--- config.mk ---
export PLATFORM = sky130hd
export DESIGN_NAME = can_tx_dominant_timeout
export DESIGN_NICKNAME = d
export VERILOG_FILES = /design/src/hw/can_tx_dominant_timeout.v /design/src/hw/pin_sync3.v
export VERILOG_INCLUDE_DIRS = /design/src /design/src/hw
export SDC_FILE = /design/constraint.sdc
export NUM_CORES = 1
export LEC_CHECK = 0
export ABC_AREA = 1
export BUFFER_PORTS_ARGS = -buffer_cell sky130_fd_sc_hd__buf_2
export CAP_MARGIN = 20
export CORE_MARGIN = 2
export CORE_UTILIZATION = 50
export CTS_BUF_LIST = sky130_fd_sc_hd__clkbuf_2 sky130_fd_sc_hd__clkbuf_4 sky130_fd_sc_hd__clkbuf_8
export DETAILED_ROUTE_END_ITERATION = 7
export PLACE_DENSITY_LB_ADDON = 0.05
export SLEW_MARGIN = 40
export SYNTH_ARGS = -nofsm -noshare
export SYNTH_HDL_FRONTEND = slang
export SYNTH_SLANG_ARGS = --single-unit
export TNS_END_PERCENT = 50
--- constraint.sdc ---
create_clock -name i_clk -period 1.65 [get_ports i_clk]
set_input_delay 0.33 -clock i_clk [delete_from_list [all_inputs] [get_ports i_clk]]
set_output_delay 0.33 -clock i_clk [all_outputs]
set_load 0.005 [all_outputs]
--- src/hw/can_txguard_consts.vh ---
// Purpose: constants for the transmit dominant-timeout guard
// Assumes: 250 MHz core clock
// Notes: times in their own units, cycle counts derived
`ifndef CAN_TXGUARD_CONSTS_VH
`define CAN_TXGUARD_CONSTS_VH
// ==========================================================
// timing
`define CLK_FREQ_HZ 250000000
`define DOM_TIMEOUT_US 2000
// cycles of continuous low before the driver is released
`define DOM_TIMEOUT_CYC ((`DOM_TIMEOUT_US * (`CLK_FREQ_HZ / 1000000)))
`define DOM_CNT_W 20
// ==========================================================
// guard states
`define ST_NORMAL 2'h0
`define ST_TIMEOUT 2'h1
`define ST_PROTECT 2'h2
`endif

--- src/hw/can_tx_dominant_timeout.v ---
// Purpose: transmit-path guard of an isolated CAN transceiver
// Assumes: free-running 250 MHz timebase, pin inputs asynchronous
// Notes: bus driver modelled as enable plus dominant request
// Operation
// - A low transmit input held longer than 2 ms disables the driver, releasing the bus.
// - After the timeout the driver stays off until a rising edge on the transmit input or until undervoltage clears.
// - The path carries traffic at bit rates up to 1 Mbps with little added delay.
// - A current-limit event from a bus short never latches; transmission resumes alone.
// - The bus is driven dominant for a low input without timeout, over temperature or current limit, else held recessive outside undervoltage.
// - Over temperature disables the driver, biases recessive, and keeps receive working.
// - Undervoltage puts bus outputs and receive output in high impedance until valid.
`timescale 1ns/100ps
`include "can_txguard_consts.vh"
module can_tx_dominant_timeout #(
    parameter TIMEOUT_CYC = `DOM_TIMEOUT_CYC,
    parameter CNT_W = `DOM_CNT_W
) (
    // clock and reset
    input wire i_clk,
    input wire i_rst,
    // controller side pins
    input wire i_tx_data,
    output reg o_rx_data,
    output reg o_rx_data_oe,
    // bus side
    input wire i_bus_dominant,
    output reg o_bus_drive_dominant,
    output reg o_bus_oe,
    output reg o_bus_bias_recessive,
    // protection inputs
    input wire i_over_temp,
    input wire i_under_voltage,
    input wire i_current_limit,
    // status
    output reg o_timeout_fault
);
    // run length that counts as a stuck dominant input
    localparam [CNT_W-1:0] LIMIT = TIMEOUT_CYC[CNT_W-1:0];
    // filtered pin levels
    wire tx_level;
    wire bus_level;
    wire ot_level;
    wire uv_level;
    wire cl_level;
    // edge memory and dominant-run counter
    reg tx_prev;
    reg [CNT_W-1:0] low_cnt;
    // guard state
    reg [1:0] state;
    reg [1:0] next_state;
    // qualified events and drive permission
    wire tx_rise;
    wire run_expired;
    wire next_drive;

    // ======================================================
    // protected-mode decode, shared by the bus driver and receive path
    function in_protect;
        input [1:0] st;
        begin
            in_protect = (st == `ST_PROTECT);
        end
    endfunction

    // ======================================================
    // drive only in normal state, on a low input, with no protection
    function drive_allowed;
        input [1:0] st;
        input tx;
        input ot;
        input cl;
        begin
            drive_allowed = (st == `ST_NORMAL) && !tx && !ot && !cl;
        end
    endfunction

    // ======================================================
    // pin synchronisers
    pin_sync3 #(.RESET_VAL(1'b1)) u_tx (
        .i_clk(i_clk),
        .i_rst(i_rst),
        .i_pin(i_tx_data),
        .o_level(tx_level)
    );
    pin_sync3 #(.RESET_VAL(1'b0)) u_bus (
        .i_clk(i_clk),
        .i_rst(i_rst),
        .i_pin(i_bus_dominant),
        .o_level(bus_level)
    );
    pin_sync3 #(.RESET_VAL(1'b0)) u_ot (
        .i_clk(i_clk),
        .i_rst(i_rst),
        .i_pin(i_over_temp),
        .o_level(ot_level)
    );
    pin_sync3 #(.RESET_VAL(1'b1)) u_uv (
        .i_clk(i_clk),
        .i_rst(i_rst),
        .i_pin(i_under_voltage),
        .o_level(uv_level)
    );
    pin_sync3 #(.RESET_VAL(1'b0)) u_cl (
        .i_clk(i_clk),
        .i_rst(i_rst),
        .i_pin(i_current_limit),
        .o_level(cl_level)
    );

    // ======================================================
    // dominant-run counter, saturates at the limit
    // saturating keeps a stuck input from wrapping back below the limit
    // and quietly re-arming the driver while the pin is still low
    always @(posedge i_clk) begin
        if (i_rst) begin
            low_cnt <= {CNT_W{1'b0}};
            tx_prev <= 1'b1;
        end else begin
            tx_prev <= tx_level;
            if (tx_level) begin
                low_cnt <= {CNT_W{1'b0}};
            end else if (low_cnt != LIMIT) begin
                low_cnt <= low_cnt + {{(CNT_W-1){1'b0}}, 1'b1};
            end
        end
    end

    // ======================================================
    // qualified events feeding the state machine
    // rising edge of the filtered input ends a timeout
    assign tx_rise = tx_level && !tx_prev;
    // run reached the limit while the input is still low
    assign run_expired = !tx_level && (low_cnt == LIMIT);
    // drive request for the coming cycle
    assign next_drive = drive_allowed(next_state, tx_level, ot_level, cl_level);

    // ======================================================
    // guard state selection
    always @* begin
        next_state = state;
        case (state)
            `ST_NORMAL: begin
                // undervoltage overrides everything else
                if (uv_level) begin
                    next_state = `ST_PROTECT;
                end else if (run_expired) begin
                    next_state = `ST_TIMEOUT;
                end
            end
            `ST_TIMEOUT: begin
                // a fresh rising edge re-arms the driver; undervoltage re-arms it via protect once it clears
                if (uv_level) begin
                    next_state = `ST_PROTECT;
                end else if (tx_rise) begin
                    next_state = `ST_NORMAL;
                end
            end
            `ST_PROTECT: begin
                // supplies valid again: back to normal
                if (!uv_level) begin
                    next_state = `ST_NORMAL;
                end
            end
            default: begin
                next_state = `ST_PROTECT;
            end
        endcase
    end

    // ======================================================
    // state register
    always @(posedge i_clk) begin
        if (i_rst) begin
            state <= `ST_PROTECT;
        end else begin
            state <= next_state;
        end
    end

    // ======================================================
    // bus driver; current limit and heat gate drive without latching
    always @(posedge i_clk) begin
        if (i_rst) begin
            o_bus_drive_dominant <= 1'b0;
            o_bus_oe <= 1'b0;
            o_bus_bias_recessive <= 1'b0;
        end else if (in_protect(next_state)) begin
            o_bus_drive_dominant <= 1'b0;
            o_bus_oe <= 1'b0;
            o_bus_bias_recessive <= 1'b0; // bus lines float
        end else begin
            o_bus_drive_dominant <= next_drive;
            o_bus_oe <= next_drive;
            o_bus_bias_recessive <= 1'b1;
        end
    end

    // ======================================================
    // receive path mirrors the bus, stays live in heat shutdown
    always @(posedge i_clk) begin
        if (i_rst) begin
            o_rx_data <= 1'b1;
            o_rx_data_oe <= 1'b0;
        end else if (in_protect(next_state)) begin
            o_rx_data <= 1'b1;
            o_rx_data_oe <= 1'b0;
        end else begin
            o_rx_data <= !bus_level;
            o_rx_data_oe <= 1'b1;
        end
    end

    // ======================================================
    // dominant-timeout status flag
    always @(posedge i_clk) begin
        if (i_rst) begin
            o_timeout_fault <= 1'b0;
        end else begin
            o_timeout_fault <= (next_state == `ST_TIMEOUT);
        end
    end
endmodule

--- src/hw/pin_sync3.v ---
// Purpose: three-stage synchroniser with agreement filter
// Assumes: one clock, synchronous active-high reset
// Notes: stage one feeds only stage two
`timescale 1ns/100ps
module pin_sync3 #(
    parameter RESET_VAL = 1'b1
) (
    // clock and reset
    input wire i_clk,
    input wire i_rst,
    // raw pin
    input wire i_pin,
    // filtered level
    output reg o_level
);
    reg s1;
    reg s2;
    reg s3;
    // ======================================================
    // sync chain; level changes once stages two and three agree
    always @(posedge i_clk) begin
        if (i_rst) begin
            s1 <= RESET_VAL;
            s2 <= RESET_VAL;
            s3 <= RESET_VAL;
            o_level <= RESET_VAL;
        end else begin
            s1 <= i_pin;
            s2 <= s1;
            s3 <= s2;
            if (s2 == s3) begin
                o_level <= s3;
            end
        end
    end
endmodule

After elaboration in Yosys (flattened, before gate mapping)
Index checks and enable logic that the tools add are counted.

storage, ports and cells
  bits in registers = 47
  bits of input ports = 7

cells by class
  equal/unequal tests = 11
  mux-type cells = 7
  $add $sub $neg = 1
  reduce and logical (&&, ||, !) cells = 14

operator list
  operator                                         count
  adder 20 x 1 -> 20 bit, second input constant    1
  == test 20 x 19 -> 1 bit, second input constant  1
  != test 20 x 19 -> 1 bit, second input constant  1
  two-way mux 2 bit                                5
  case mux 2 bit (3 select lines)                  1
  == test 1 bit                                    5
  logical AND 1 bit                                5
  logical NOT 1 bit                                5
  == test 2 x 1 -> 1 bit, second input constant    2
  == test 2 bit, second input constant             2
  logical NOT 2 bit                                2
  OR reduction 2 bit                               2
  two-way mux 1 bit                                1

Logic depth before layout (Yosys ltp)
Gate-level depths: netlist of run 1.

  depth after elaboration = 9
  depth in mapped cells = 8

By module
A second synthesis of run 1 with hierarchy kept.

unflattened totals
  cell total of the unflattened synthesis = 261
  area, all modules = 1973.1 µm²

modules (own cells, without submodules)
  module                   instances  area an instance (µm²)  seq. area each (µm²)  cells each
  can_tx_dominant_timeout  1          1351.3                  540.5                 192
  pin_sync3 (u_bus ...)    3          121.4                   80.1                  13
  pin_sync3 (u_tx ...)     2          128.9                   80.1                  15

Least setup slack after synthesis of run 1
No wires, ideal clock.

  kind = register -> register
  start point = register low_cnt[0]
  end point = register low_cnt[18]
  data required time = 1.528 ns
  data arrival time = 1.062 ns
  buffers on the path = 0
  setup time = 0.122 ns
  path slack = 0.466 ns
  cell stages (with the launch flop) = 7
  cell sequence = dfxtp_1 -> ha_1 -> nand3_1 -> inv_1 -> nand3_2 -> o21ai_0 -> a21oi_1

on the way
  longest elaborated chain between the ends = 1
  elaborated cells between the ends (all ways) = 2

ends and longest elaborated chain
  item                                                                       line                                                          RTL
  from (decl)                                                                can_tx_dominant_timeout.v:47                                  reg [CNT_W-1:0] low_cnt;
  from (signal assigned)                                                     can_tx_dominant_timeout.v:116                                 low_cnt <= {CNT_W{1'b0}};
  from (signal assigned)                                                     can_tx_dominant_timeout.v:121                                 low_cnt <= {CNT_W{1'b0}};
  from (signal assigned)                                                     can_tx_dominant_timeout.v:123                                 low_cnt <= low_cnt + {{(CNT_W-1){1'b0}}, 1'b1};
  adder 20 x 1 -> 20 bit / != test 20 x 19 -> 1 bit (equally long branches)  can_tx_dominant_timeout.v:123, can_tx_dominant_timeout.v:122

Several ways; a longest one is shown, not always the timed one.
A chain may end at the register's enable or synchronous reset.

Worst setup path in the final report of run 1
  start point = register low_cnt[1]
  end point = register low_cnt[18]

Same word-level chain as after synthesis.

==> results of run 1 <==
[cells by family (layout without fill, tap and decap cells)]
kind of cell    count (synthesis)  count (layout)  share of synthesized area, %
simple gates                  127             127                          30.6
flops                          47              47                          49.0
buf+inv                        44              61                          9.06
compound gates                 36              36                          9.58
fa+ha+maj                       2               2                          1.30
xor+xnor                        1               1                         0.456
[area by class of cell]
cell class | count | share of cell area (%)
clock buffer | 6 | 3.88
clock inverter | 2 | 0.765
inverter | 39 | 6.89
multi-input combinational | 166 | 37.8
sequential | 47 | 44.3
tap | 48 | 2.83
timing repair buffer | 14 | 3.53
[worst register-to-register path, stage by stage (launching register included)]
cell and delay [ps]:
dfxtp_1 380, ha_1 210, nand3_1 150, inv_1 150, nand3_2 110, o21ai_0 160
a21oi_1 80
[metal layers]
metal | GRT usage (%) | routed length, µm | up-vias
li1 | - | - | 830
met1 | 25.3 | 1860 | 694
met2 | 27.8 | 1410 | 29
met3 | 5.62 | 138 | 6
met4 | 7.65 | 65 | 0
met5 | 0 | 0 | -
[where the power goes]
part           internal [W]  switching [W]
Sequential          0.00115     0.00000599
Clock              0.000342       0.000390
Combinational     0.0000154      0.0000170
[cells in the final DEF, fill, tap and decap left out, types with 3 or more instances in the layout]
cell type,instances
nand2_1,47
dfxtp_1,47
nor2_1,42
inv_1,38
a21oi_1,20
o21ai_0,14
buf_2,12
nand3_1,10
or2_2,6
clkbuf_8,6
nand3b_1,4
nor3_1,3
nand3_2,3
nor2_4,3
nand4_1,3
[final timing paths]
| check | from | end | slack (ps) | cells past startpoint |
|---|---|---|---|---|
| worst min-delay path | i_under_voltage | u_uv.s1 | 210 | 2 |
| worst max register to register | low_cnt[1] | low_cnt[18] | 310 | 6 |
| worst min register to register | u_ot.s1 | u_ot.s2 | 410 | 2 |
| worst max-delay path | low_cnt[1] | low_cnt[18] | 310 | 6 |
[metrics by stage]
step | power (W) | setup WS (ps)
CTS | 0.00195 | 295
global route | 0.00201 | 86.2
detailed placement | 0.00121 | 321
finish | 0.00192 | 310
floorplan | 0.00120 | 466
global placement | 0.00121 | 350
==> results.txt, run 1 <==
- Result of the run: complete, no violations
* Number of global-route vias before repair: 1386
- Period minus WS final: 1340 ps
- Area Overhead vs Synth: 10.8%
- WL/cell: 10.8 µm
* Total power per unit cell area: 902 nW/µm²
- In the routed layout, each cell is associated on average with a via count of 4.84.
- TritonCTS built the clock tree.
- Measured slew at the worst slew-check pin: 274 ps
* Hold-fix buffer count after cts: 0
- Broken down by cell family, the worst path's largest delay share belongs to flip-flops.
- The region available for standard cell placement spans 3690 µm².
- Once detail routing completed, the nets flagged for antenna violations numbered 0.
* Clock root buffer: clkbuf_8
- Maximum single-stage delay on the critical path: 380 ps
- Pin count of the biggest net entering global routing: 16
- Along the worst path, the maximum fanout reaches 4.
* Worst-Skew Late Latency: 300 ps
* Slowest-stage cell, CP: dfxtp_1
* Relative slew slack: 81.7%
- Final non-filler cell total: 322
- The congestion estimate from routability-driven global placement came to 0.822.
* Critical-path cell list: ha_1 -> nand3_1 -> inv_1 -> nand3_2 -> o21ai_0 -> a21oi_1
- The clock drives 47 sinks.
- Number of post-CTS setup repair buffers: 0
* Top cells by instance count after synthesis: 47 x dfxtp_1, 47 x nand2_1, 42 x nor2_1
* Number of DRC violations after detailed routing: 0
- Async set-or-reset flop fraction in the synthesized netlist: 0%
- The detailed router finished its first iteration with 80 violations.
- Number of maximum-capacitance constraint violations: 0
* Total vias in the final route: 1559
* Critical Path RT: 1850 ps
- In the global route stage, overall resource usage came out at 18.7%.
- Of the post-synthesis cell area, the dominant cell type holds 49.0%.
- Biggest register: low_cnt
- Synthesis inferred 47 register bits.
- Counting every net in the synthesized netlist gives 266.
* Placed Instance Area: 2030 µm²
- Flip-flop count of the largest register, all copies and words added: 20
* Cell accounting for the most synthesized area: dfxtp_1
- Register area: 941 µm²
- For this run, the post-layout net count is 282.
- Synthesized area per cell: 7.47 µm²
- The multi-input combinational cells in the finished layout cover a total of 805 µm².
- Number of antenna cells inserted: 0
- GRT overflow: 0
* Total routed wirelength: 3480 µm
* Sum of net half-perimeters after detailed placement: 2530 µm
* Sequential area share after synthesis: 49.0%
* Biggest regs: low_cnt x20, state x2
- For this run, the detailed router's first-pass iteration total came to 4.
* Number of resized instances in the post-cts repair step: 0
- Across the VDD grid, the largest voltage drop is 0.456 mV.
* Chip Width: 66.0 µm
- Area of the mapped netlist: 1920 µm²
- 13 I/O pins were placed.
- The finished cells cover 2130 µm².
* Netlist cell types: 26
- Launching element type of the critical path: flop
* Worst setup skew after layout: 5.03 ps
- The die covers 4350 µm².
* Buf+Inv Stages, Crit Path: 1
- Maximum clock frequency: 747 MHz
- For this run, the number of Yosys warnings is 0.
- Among all flip-flop cells after synthesis, the most frequent one is dfxtp_1.
- The number of hold violations in the final report was 0.
- The clock passes through at most 2 buffers.
* Clk pin slew, worst setup/hold paths: 90 ps
* Global-route wire length before repair: 6070 µm
- For the worst setup path, the data arrival time is 1540 ps.
- Setup violations remaining at the end of the flow were counted as 0.
- Aggregate negative setup slack: 0 ps
- The analysis attributes to cell leakage a power of 0.761 nW.
* Cell count after placement: 314
- Unrepaired setup endpoints after global routing: false
* Start-to-end type of the worst setup path: reg2reg
- Antenna violations before repair: 0
* Crit share post-route: 81.2%
- Worst hold path type: in2reg
- Row generation in the floorplan step produced 22 rows.
- The number of slew-limit violations in the final report is 0.
* Count of port buffers added during placement: 12
- Synthesis produced a netlist whose cell count is 257.
* Worst hold slack across all endpoints: 208 ps
- In this run, synthesis inferred 0 flip-flops with an integrated enable.
- Fillers: 368
- Starting density of the core: 52.0%
* Number of levels the H-tree was split into: 2
- Leading post-synthesis cells by cell area: dfxtp_1 49%, nand2_1 9.2%, nor2_1 8.2%, inv_1 7.4%, a21oi_1 5.2%
- For this run, the share of the core covered by cells in the final layout is 57.6%.
- Total CTS buffers: 5
* Layout cells sized above 1: 13.9%
- Die outline height: 66.0 µm
- STA classifies the critical path endpoint as a flop.
No activity file was read; power rests on OpenSTA's default activity.
==> inputs of run 2 (changes only) <==
==> constraint.sdc (replaced) <==
create_clock -name i_clk -period 1.2 [get_ports i_clk]
set_input_delay 0.24 -clock i_clk [delete_from_list [all_inputs] [get_ports i_clk]]
set_output_delay 0.24 -clock i_clk [all_outputs]
set_load 0.005 [all_outputs]
==> results.txt, run 2 (synthesis results as in run 1) <==
- Slowest-stage cell, CP: dfxtp_2
- The number of hold violations in the final report came to 0.
* Chip Width: 66.0 µm
- Total power per unit cell area: 1130 nW/µm²
- Max VDD drop: 0.818 mV
- Setup violations remaining at the end of the flow were counted as 1.
* Number of levels the H-tree was split into: 2
* Relative slew slack: 78.1%
* Layout cells sized above 1: 32.2%
- Fillers: 319
- For this run, design rule violations remaining after detail routing come to 0.
- Static power due to leakage: 0.868 nW
* Worst setup EP type: flop
* Measured slew at the worst slew-check pin: 326 ps
- Violations in the final reports: setup timing
- The critical path is of the reg2reg type.
- The region available for standard cell placement spans 3690 µm².
- Antenna violations before repair: 0
- Total routed wirelength: 3760 µm
- Busiest layer in global routing: met2
- The number of slew-limit violations in the final report is 0.
- Fin util: 65.8%
- Overall power of the completed layout: 0.00275 W
- Total vias in the final route: 1619
- Maximum clock frequency: 816 MHz
* DRT Pass-1 Iters: 4
- Met2 Use GR: 28.9%
- The register with the most flip-flops in the final layout is low_cnt.
- Cell seen most often among critical-path stages: nor2_4
- Most frequent standard cell in the layout excluding fill and tap cells: nand2_1
* Critical-path cell list: nand2_2 -> nor2_4 -> nand2_4 -> nor2_4 -> nand3b_1 -> a21oi_1
- Commonest cells after routing, fill and taps aside: 41 x nand2_1, 36 x nor2_1, 35 x inv_1
- In the post-route analysis, the smallest setup slack over all paths is -25.7 ps.
- M1 GR Usage: 27.1%
- The critical path contains buffers and inverters numbering 0 combined.
- Sum of net half-perimeters after detailed placement: 2620 µm
- After clock tree synthesis, the clock-pin slew on the worst setup and hold paths is 90 ps.
- Launching element type of the critical path: flop
- Gpl congestion: 0.837
- Final non-filler cell total: 334
- The routed design could run at a clock period as short as 1230 ps.
- Entering global routing, the biggest net connects 15 pins.
* Post-route antenna net violation count: 0
* Biggest regs: low_cnt x20, state x2
- Number of sinks on the clock net: 47
* Global-route wire length before repair: 6510 µm
* Area of the die: 4350 µm²
* Worst-Skew Late Latency: 300 ps
* Number of antenna cells inserted: 0
* Critical Path AT: 1460 ps
* Clock root buffer: clkbuf_8
- Max-cap violations in this run came to 0.
- Worst hold slack across all endpoints: 123 ps
- Flip-flop count of the largest register, all copies and words added: 20
- Global routing used 5.62% of the available met3 tracks.
- Crit share post-route: 102%
- Critical Path RT: 1440 ps
- TritonCTS built the clock tree.
- Area Overhead vs Synth: 26.5%
- Of all nets on the critical path, the largest fanout is 4.
* Maximum single-stage delay on the critical path: 400 ps
- Across every metal layer, demand over resource in global routing totals 19.7%.
- Hold-fix buffer count after cts: 0
- GRT overflow: 0
* Count of port buffers added during placement: 12
- Unrepaired setup endpoints after global routing: true
- Total CTS buffers: 5
* WL/cell: 11.3 µm
* Count of pins on the block boundary: 13
- Die outline height: 66.0 µm
* Final nets: 295
- Std-Cell Rows: 22
- Starting density of the core: 52.0%
- Clock buffer depth: 2
* Number of global-route vias before repair: 1481
- Dividing the detail-routed via count by the number of cells gives 4.85.
* Gate family responsible for the most delay along the worst path: simple AND/OR/NAND/NOR gates
* Worst hold path type: in2reg
- The detailed router finished its first iteration with 78 violations.
* Cell count after placement: 324
- Across the routed clock network, the largest skew measured is 7.38 ps.
- Result of the run: finished with violations
==> run 2: cell count changes in the layout (fill, tap and decap cells not counted), moves of 6 or more <==
cell	previous run	this run
nor2_1	42	36
nand2_1	47	41
dfxtp_2	0	11
dfxtp_1	47	32
buf_4	2	14
==> run 2: repair_timing <==
item	4_1_cts	5_1_grt
cloned	0	0
gates resized for setup	14	48
hold endpoints to repair	0	0
endpoints found under the setup margin	17	20
setup buffers	1	2
pin swaps	3	13
==> run 2: per-layer routing <==
metal | vias to the layer above | share of wire (%)
met2 | 27 | 44
met1 | 722 | 51
met4 | 0 | 1.8
li1 | 862 | -
met3 | 8 | 3.7
met5 | - | 0
==> run 2: power breakdown <==
| group | switching [W] | leakage (nW) | total, W | internal, W |
|---|---|---|---|---|
| clock network | 0.000513 | 0.0502 | 0.00112 | 0.000609 |
| logic | 0.0000240 | 0.428 | 0.0000477 | 0.0000237 |
| registers | 0.00000834 | 0.390 | 0.00158 | 0.00157 |
| total | 0.000546 | 0.868 | 0.00275 | 0.00220 |
==> run 2: worst paths after layout <==
| kind | startpoint | to | slack, ps | cells after the start |
|---|---|---|---|---|
| worst max register to register | low_cnt[1] | low_cnt[17] | -30 | 6 |
| worst max-delay path | low_cnt[1] | low_cnt[17] | -30 | 6 |
| worst min-delay path | i_under_voltage | u_uv.s1 | 120 | 2 |
| worst min register to register | u_bus.s1 | u_bus.s2 | 410 | 2 |
==> run 2: final cells by class <==
cell class	instances	area (µm²)	area share, %
sequential	47	970	39.9
multi-input combinational	166	957	39.4
timing repair buffer	27	185	7.63
inverter	39	149	6.13
clock buffer	5	68.8	2.84
tap	48	60.1	2.47
clock inverter	2	37.5	1.55
==> run 2: stage by stage <==
stage / setup WS (ps) / setup TNS, ps / instance area, µm²
final: -25.7 / -25.7 / 2430
after global routing: -84.7 / -995 / 2430
after CTS: -29.5 / -49.8 / 2270
after detailed placement: -103 / -667 / 2110
after global placement: -46.9 / -225 / 2110
after floorplan: 16.5 / 0 / 1920
==> inputs of run 3 (changes only) <==
--- a/config.mk
+++ b/config.mk
@@ -17,5 +17,6 @@
 export SLEW_MARGIN = 40
 export SYNTH_ARGS = -nofsm -noshare
 export SYNTH_HDL_FRONTEND = slang
+export SYNTH_HIERARCHICAL = 1
 export SYNTH_SLANG_ARGS = --single-unit
 export TNS_END_PERCENT = 50
==> results.txt, run 3 <==
* Cell seen most often among critical-path stages: nand2_4
* Number of sinks on the clock net: 47
- Counting instances in the post-synthesis netlist gives the leading cell types as 50 x nand2_1, 47 x dfxtp_1, 40 x inv_1.
* Endpoint, Worst Hold: u_uv/s1
- Global-route wire length before repair: 6300 µm
- Biggest regs: low_cnt x20, state x2
- Total CTS buffers: 5
- The number of hold violations in the final report is 0.
- The share of the Yosys chip area taken by registers is 47.7%.
- In this run, the clock network consumes 40.7% of the power.
* Clock tree from TritonCTS: built
- Across the routed clock network, the largest skew measured is 5.84 ps.
- Most used DFF post-synth: dfxtp_1
- Netlist cell types: 28
* Die outline height: 66.8 µm
- The worst setup path is captured at a flop.
- Total power per unit cell area: 1120 nW/µm²
- Placed Instance Area: 2270 µm²
- Unrepaired setup endpoints after global routing: true
- Buf+Inv Stages, Crit Path: 1
* Main combinational cell family by area after synthesis: simple AND/OR/NAND/NOR gates
- Static timing analysis puts the maximum clock frequency at 806 MHz.
- Static power due to leakage: 1.07 nW
* Synth Area in Compound Gates: 9.38%
- The H-tree generated during clock tree synthesis spans 2 levels.
- Wires add up to 3550 µm.
- Clock-pin slew was measured on the worst setup and hold paths at 90 ps.
- Yosys top cell area share: 47.7%
- Data on the critical path is required at its endpoint by 1390 ps.
- Layout cells sized above 1: 32.3%
- The critical path in this run is classified as reg2reg.
* Register area: 968 µm²
- Internal power comes to 0.00221 W.
- Setup violations, final: 4
* Measured slew at the worst slew-check pin: 256 ps
- For this block, wires on met1 add up to 1700 µm.
- The routed design uses 1720 µm of met2 wire.
- For this configuration, the core starts out at a cell density of 53.1%.
- On the worst path, the slowest cell contributes a delay of 380 ps.
* Highest layer used for signal routing: met4
* Reg2reg setup slack: -40 ps
* Routed wl met3: 83 µm
* Warnings, synthesis: 6
- In the post-synthesis netlist, the biggest area contributors are dfxtp_1 48%, nand2_1 9.5%, inv_1 7.6%, nor2_1 7.0%, a21oi_1 4.8%.
* Gpl congestion: 0.755
- Destination of the worst register-to-register timing path: low_cnt[14]
- CP Launch Point: low_cnt[1]
- The biggest area contributor in the post-synthesis netlist is dfxtp_1.
* Result of the run: finished with violations
- Area of the die: 4460 µm²
* Violations in the final reports: setup timing
* Number of DRC markers in iteration 0: 49
- Entering global routing, the biggest net connects 21 pins.
- Synthesized area per cell: 7.56 µm²
* Number of global-route vias before repair: 1531
* Total routing usage reported by global routing: 18.5%
* Critical-path cell list: ha_4 -> nand2_4 -> nor2_4 -> nand2_4 -> nor2_8 -> inv_2 -> o21ai_1 -> nor2_1
- Count of flip-flops with a built-in enable after synthesis: 0
- Among all stages on the critical path, the largest delay is contributed by dfxtp_4.
* Total vias in the final route: 1644
- Worst hold slack across all endpoints: 128 ps
* Post-detailed-route via-to-cell ratio: 4.68
- Summing every instance area after synthesis gives 1970 µm².
* GRT overflow: 0
- Summing all multi-input logic gate instances after layout gives 888 µm².
- CTS placed an instance of clkbuf_8 at the clock tree root.
- Biggest register: low_cnt
* Critical Path AT: 1430 ps
- Net Switching: 0.000545 W
- In the final routed layout, each cell accounts on average for 10.1 µm.
- Count of pins on the block boundary: 13
- Fillers: 347
* Std-Cell Core Area: 3720 µm²
- In this run, synthesis produced a sequential element count of 47.
* Async set-or-reset flop fraction in the synthesized netlist: 0%
- Sum of net half-perimeters after detailed placement: 2630 µm
* Simple-gate share of the synthesized area: 31.7%
* Number of maximum-capacitance constraint violations: 0
- The final layout contains 312 nets.
- Post-route antenna net violation count: 0
- Synthesis produced a netlist with a net count of 270.
- Launching element type of the critical path: flop
- The worst register-to-register path begins at low_cnt[1].
- Of the total synthesized cell area, the portion taken by XOR and XNOR cells is 0%.
- Net switching is 19.8% of the power.
- For this run, design rule violations remaining after detail routing come to 0.
* Most frequent standard cell in the layout excluding fill and tap cells: nand2_1
- Worst-Skew Late Latency: 290 ps
- Gate family responsible for the most delay along the worst path: simple AND/OR/NAND/NOR gates
* Area Overhead vs Synth: 25.0%
- Clock buffer depth: 2
- IR analysis of the VDD net gives a maximum drop of 0.860 mV.
- The final critical path takes up 103% of the cycle.
* Cell depth of the worst min-delay path: 2
- Std-Cell Rows: 22
- Syn Inst Count: 261
- Flip-flop count of the largest register, all copies and words added: 20
- Number of max-slew violations in the final report: 0
* Commonest cells after routing, fill and taps aside: 48 x nand2_1, 38 x inv_1, 33 x nor2_1, 33 x dfxtp_1, 26 x buf_4
* Hold-fix buffer count after cts: 0
- The worst hold path begins at i_under_voltage.
- DRT Pass-1 Iters: 6
- Multiplexer share of the synthesized area: 0%
- 0 antenna diodes ended up in the layout.
* Post-synthesis adder-cell area fraction: 1.27%
- The initial antenna violation count was 0.
* Worst reg-to-reg path cell count: 8
- Period minus WS final: 1240 ps
* Chip Width: 66.8 µm
* Worst hold path type: in2reg
- In this run the worst path has a maximum fanout of 8.
* Most common cell in the synthesized netlist: nand2_1
* Share of power burned in combinational logic: 2.0%
* Fraction of power consumed by sequential logic: 57.4%
- Count of port buffers added during placement: 12
- Relative slew slack: 82.8%
* Cell area after layout: 2470 µm²
- Final worst-path setup slack: -40.9 ps
==> run 3: cell count changes in the layout (fill, tap and decap cells not counted), moves of 3 or more <==
| cell | change |
|---|---|
| nand4_1 | +3 |
| nor2_1 | -3 |
| nand3b_1 | -3 |
| o21ai_0 | -3 |
| o21bai_1 | +3 |
| nand3_4 | -4 |
| or2_1 | +4 |
| or2_2 | -6 |
| inv_2 | +3 |
| buf_4 | +12 |
| inv_1 | +3 |
| nand2_1 | +7 |
| nor2_2 | +8 |
==> run 3: routing by layer <==
| layer | track usage (%) | vias to the layer above |
|---|---|---|
| met4 | 7.65 | 0 |
| met2 | 33.0 | 24 |
| met3 | 3.55 | 4 |
| met1 | 21.5 | 728 |
| met5 | 0 | - |
| li1 | - | 888 |
==> run 3: how the worst max path moves through the flow <==
stage,to,slack (ps),depth (start not counted)
floorplan,low_cnt[14],-40,8
global placement,low_cnt[14],-70,8
detailed placement,low_cnt[14],-100,8
CTS,low_cnt[14],-40,8
global route,low_cnt[16],-120,8
finish,low_cnt[14],-40,8
==> run 3: logic make-up (layout without fill, tap and decap cells) <==
group	count (synthesis)	count (layout)
simple gates	129	129
buf+inv	49	91
flops	47	47
compound gates	34	34
fa+ha+maj	2	2
==> run 3: final cells by class <==
| class | instances | share of cell area, % |
|---|---|---|
| clock buffer | 5 | 2.79 |
| inverter | 45 | 6.85 |
| clock inverter | 2 | 1.47 |
| sequential | 47 | 39.3 |
| tap | 48 | 2.44 |
| multi-input combinational | 165 | 36.0 |
| timing repair buffer | 39 | 11.2 |
==> run 3: power by group through the flow <==
stage | sequential [W] | combinational [W] | clock, W
after detailed placement | 0.00162 | 0.0000545 | 0
after global routing | 0.00158 | 0.0000626 | 0.00122
after CTS | 0.00158 | 0.0000548 | 0.00115
after global placement | 0.00162 | 0.0000535 | 0
final | 0.00158 | 0.0000539 | 0.00112
after floorplan | 0.00162 | 0.0000238 | 0
==> run 3: metrics by stage <==
stage / util, % / cells / setup slack (ps) / total power (W) / setup TNS [ps]
floorplan: - / 261 / -41.4 / 0.00164 / -59.4
global placement: 61.0 / 339 / -69.8 / 0.00168 / -394
detailed placement: 61.0 / 339 / -102 / 0.00168 / -592
CTS: 64.4 / 347 / -42.7 / 0.00279 / -150
global route: 66.4 / 351 / -122 / 0.00286 / -1040
finish: 66.4 / 351 / -40.9 / 0.00275 / -93.2
==> run 3: worst reg2reg max path, stage by stage (launching register included) <==
cell	delay (ps)
dfxtp_4	380
ha_4	150
nand2_4	60
nor2_4	120
nand2_4	90
nor2_8	150
inv_2	40
o21ai_1	120
nor2_1	50
==> run 3: what timing repair did <==
item	in CTS	in global routing
endpoints found under the setup margin	15	18
setup buffers	1	4
pin swaps	10	8
resized for setup	9	20
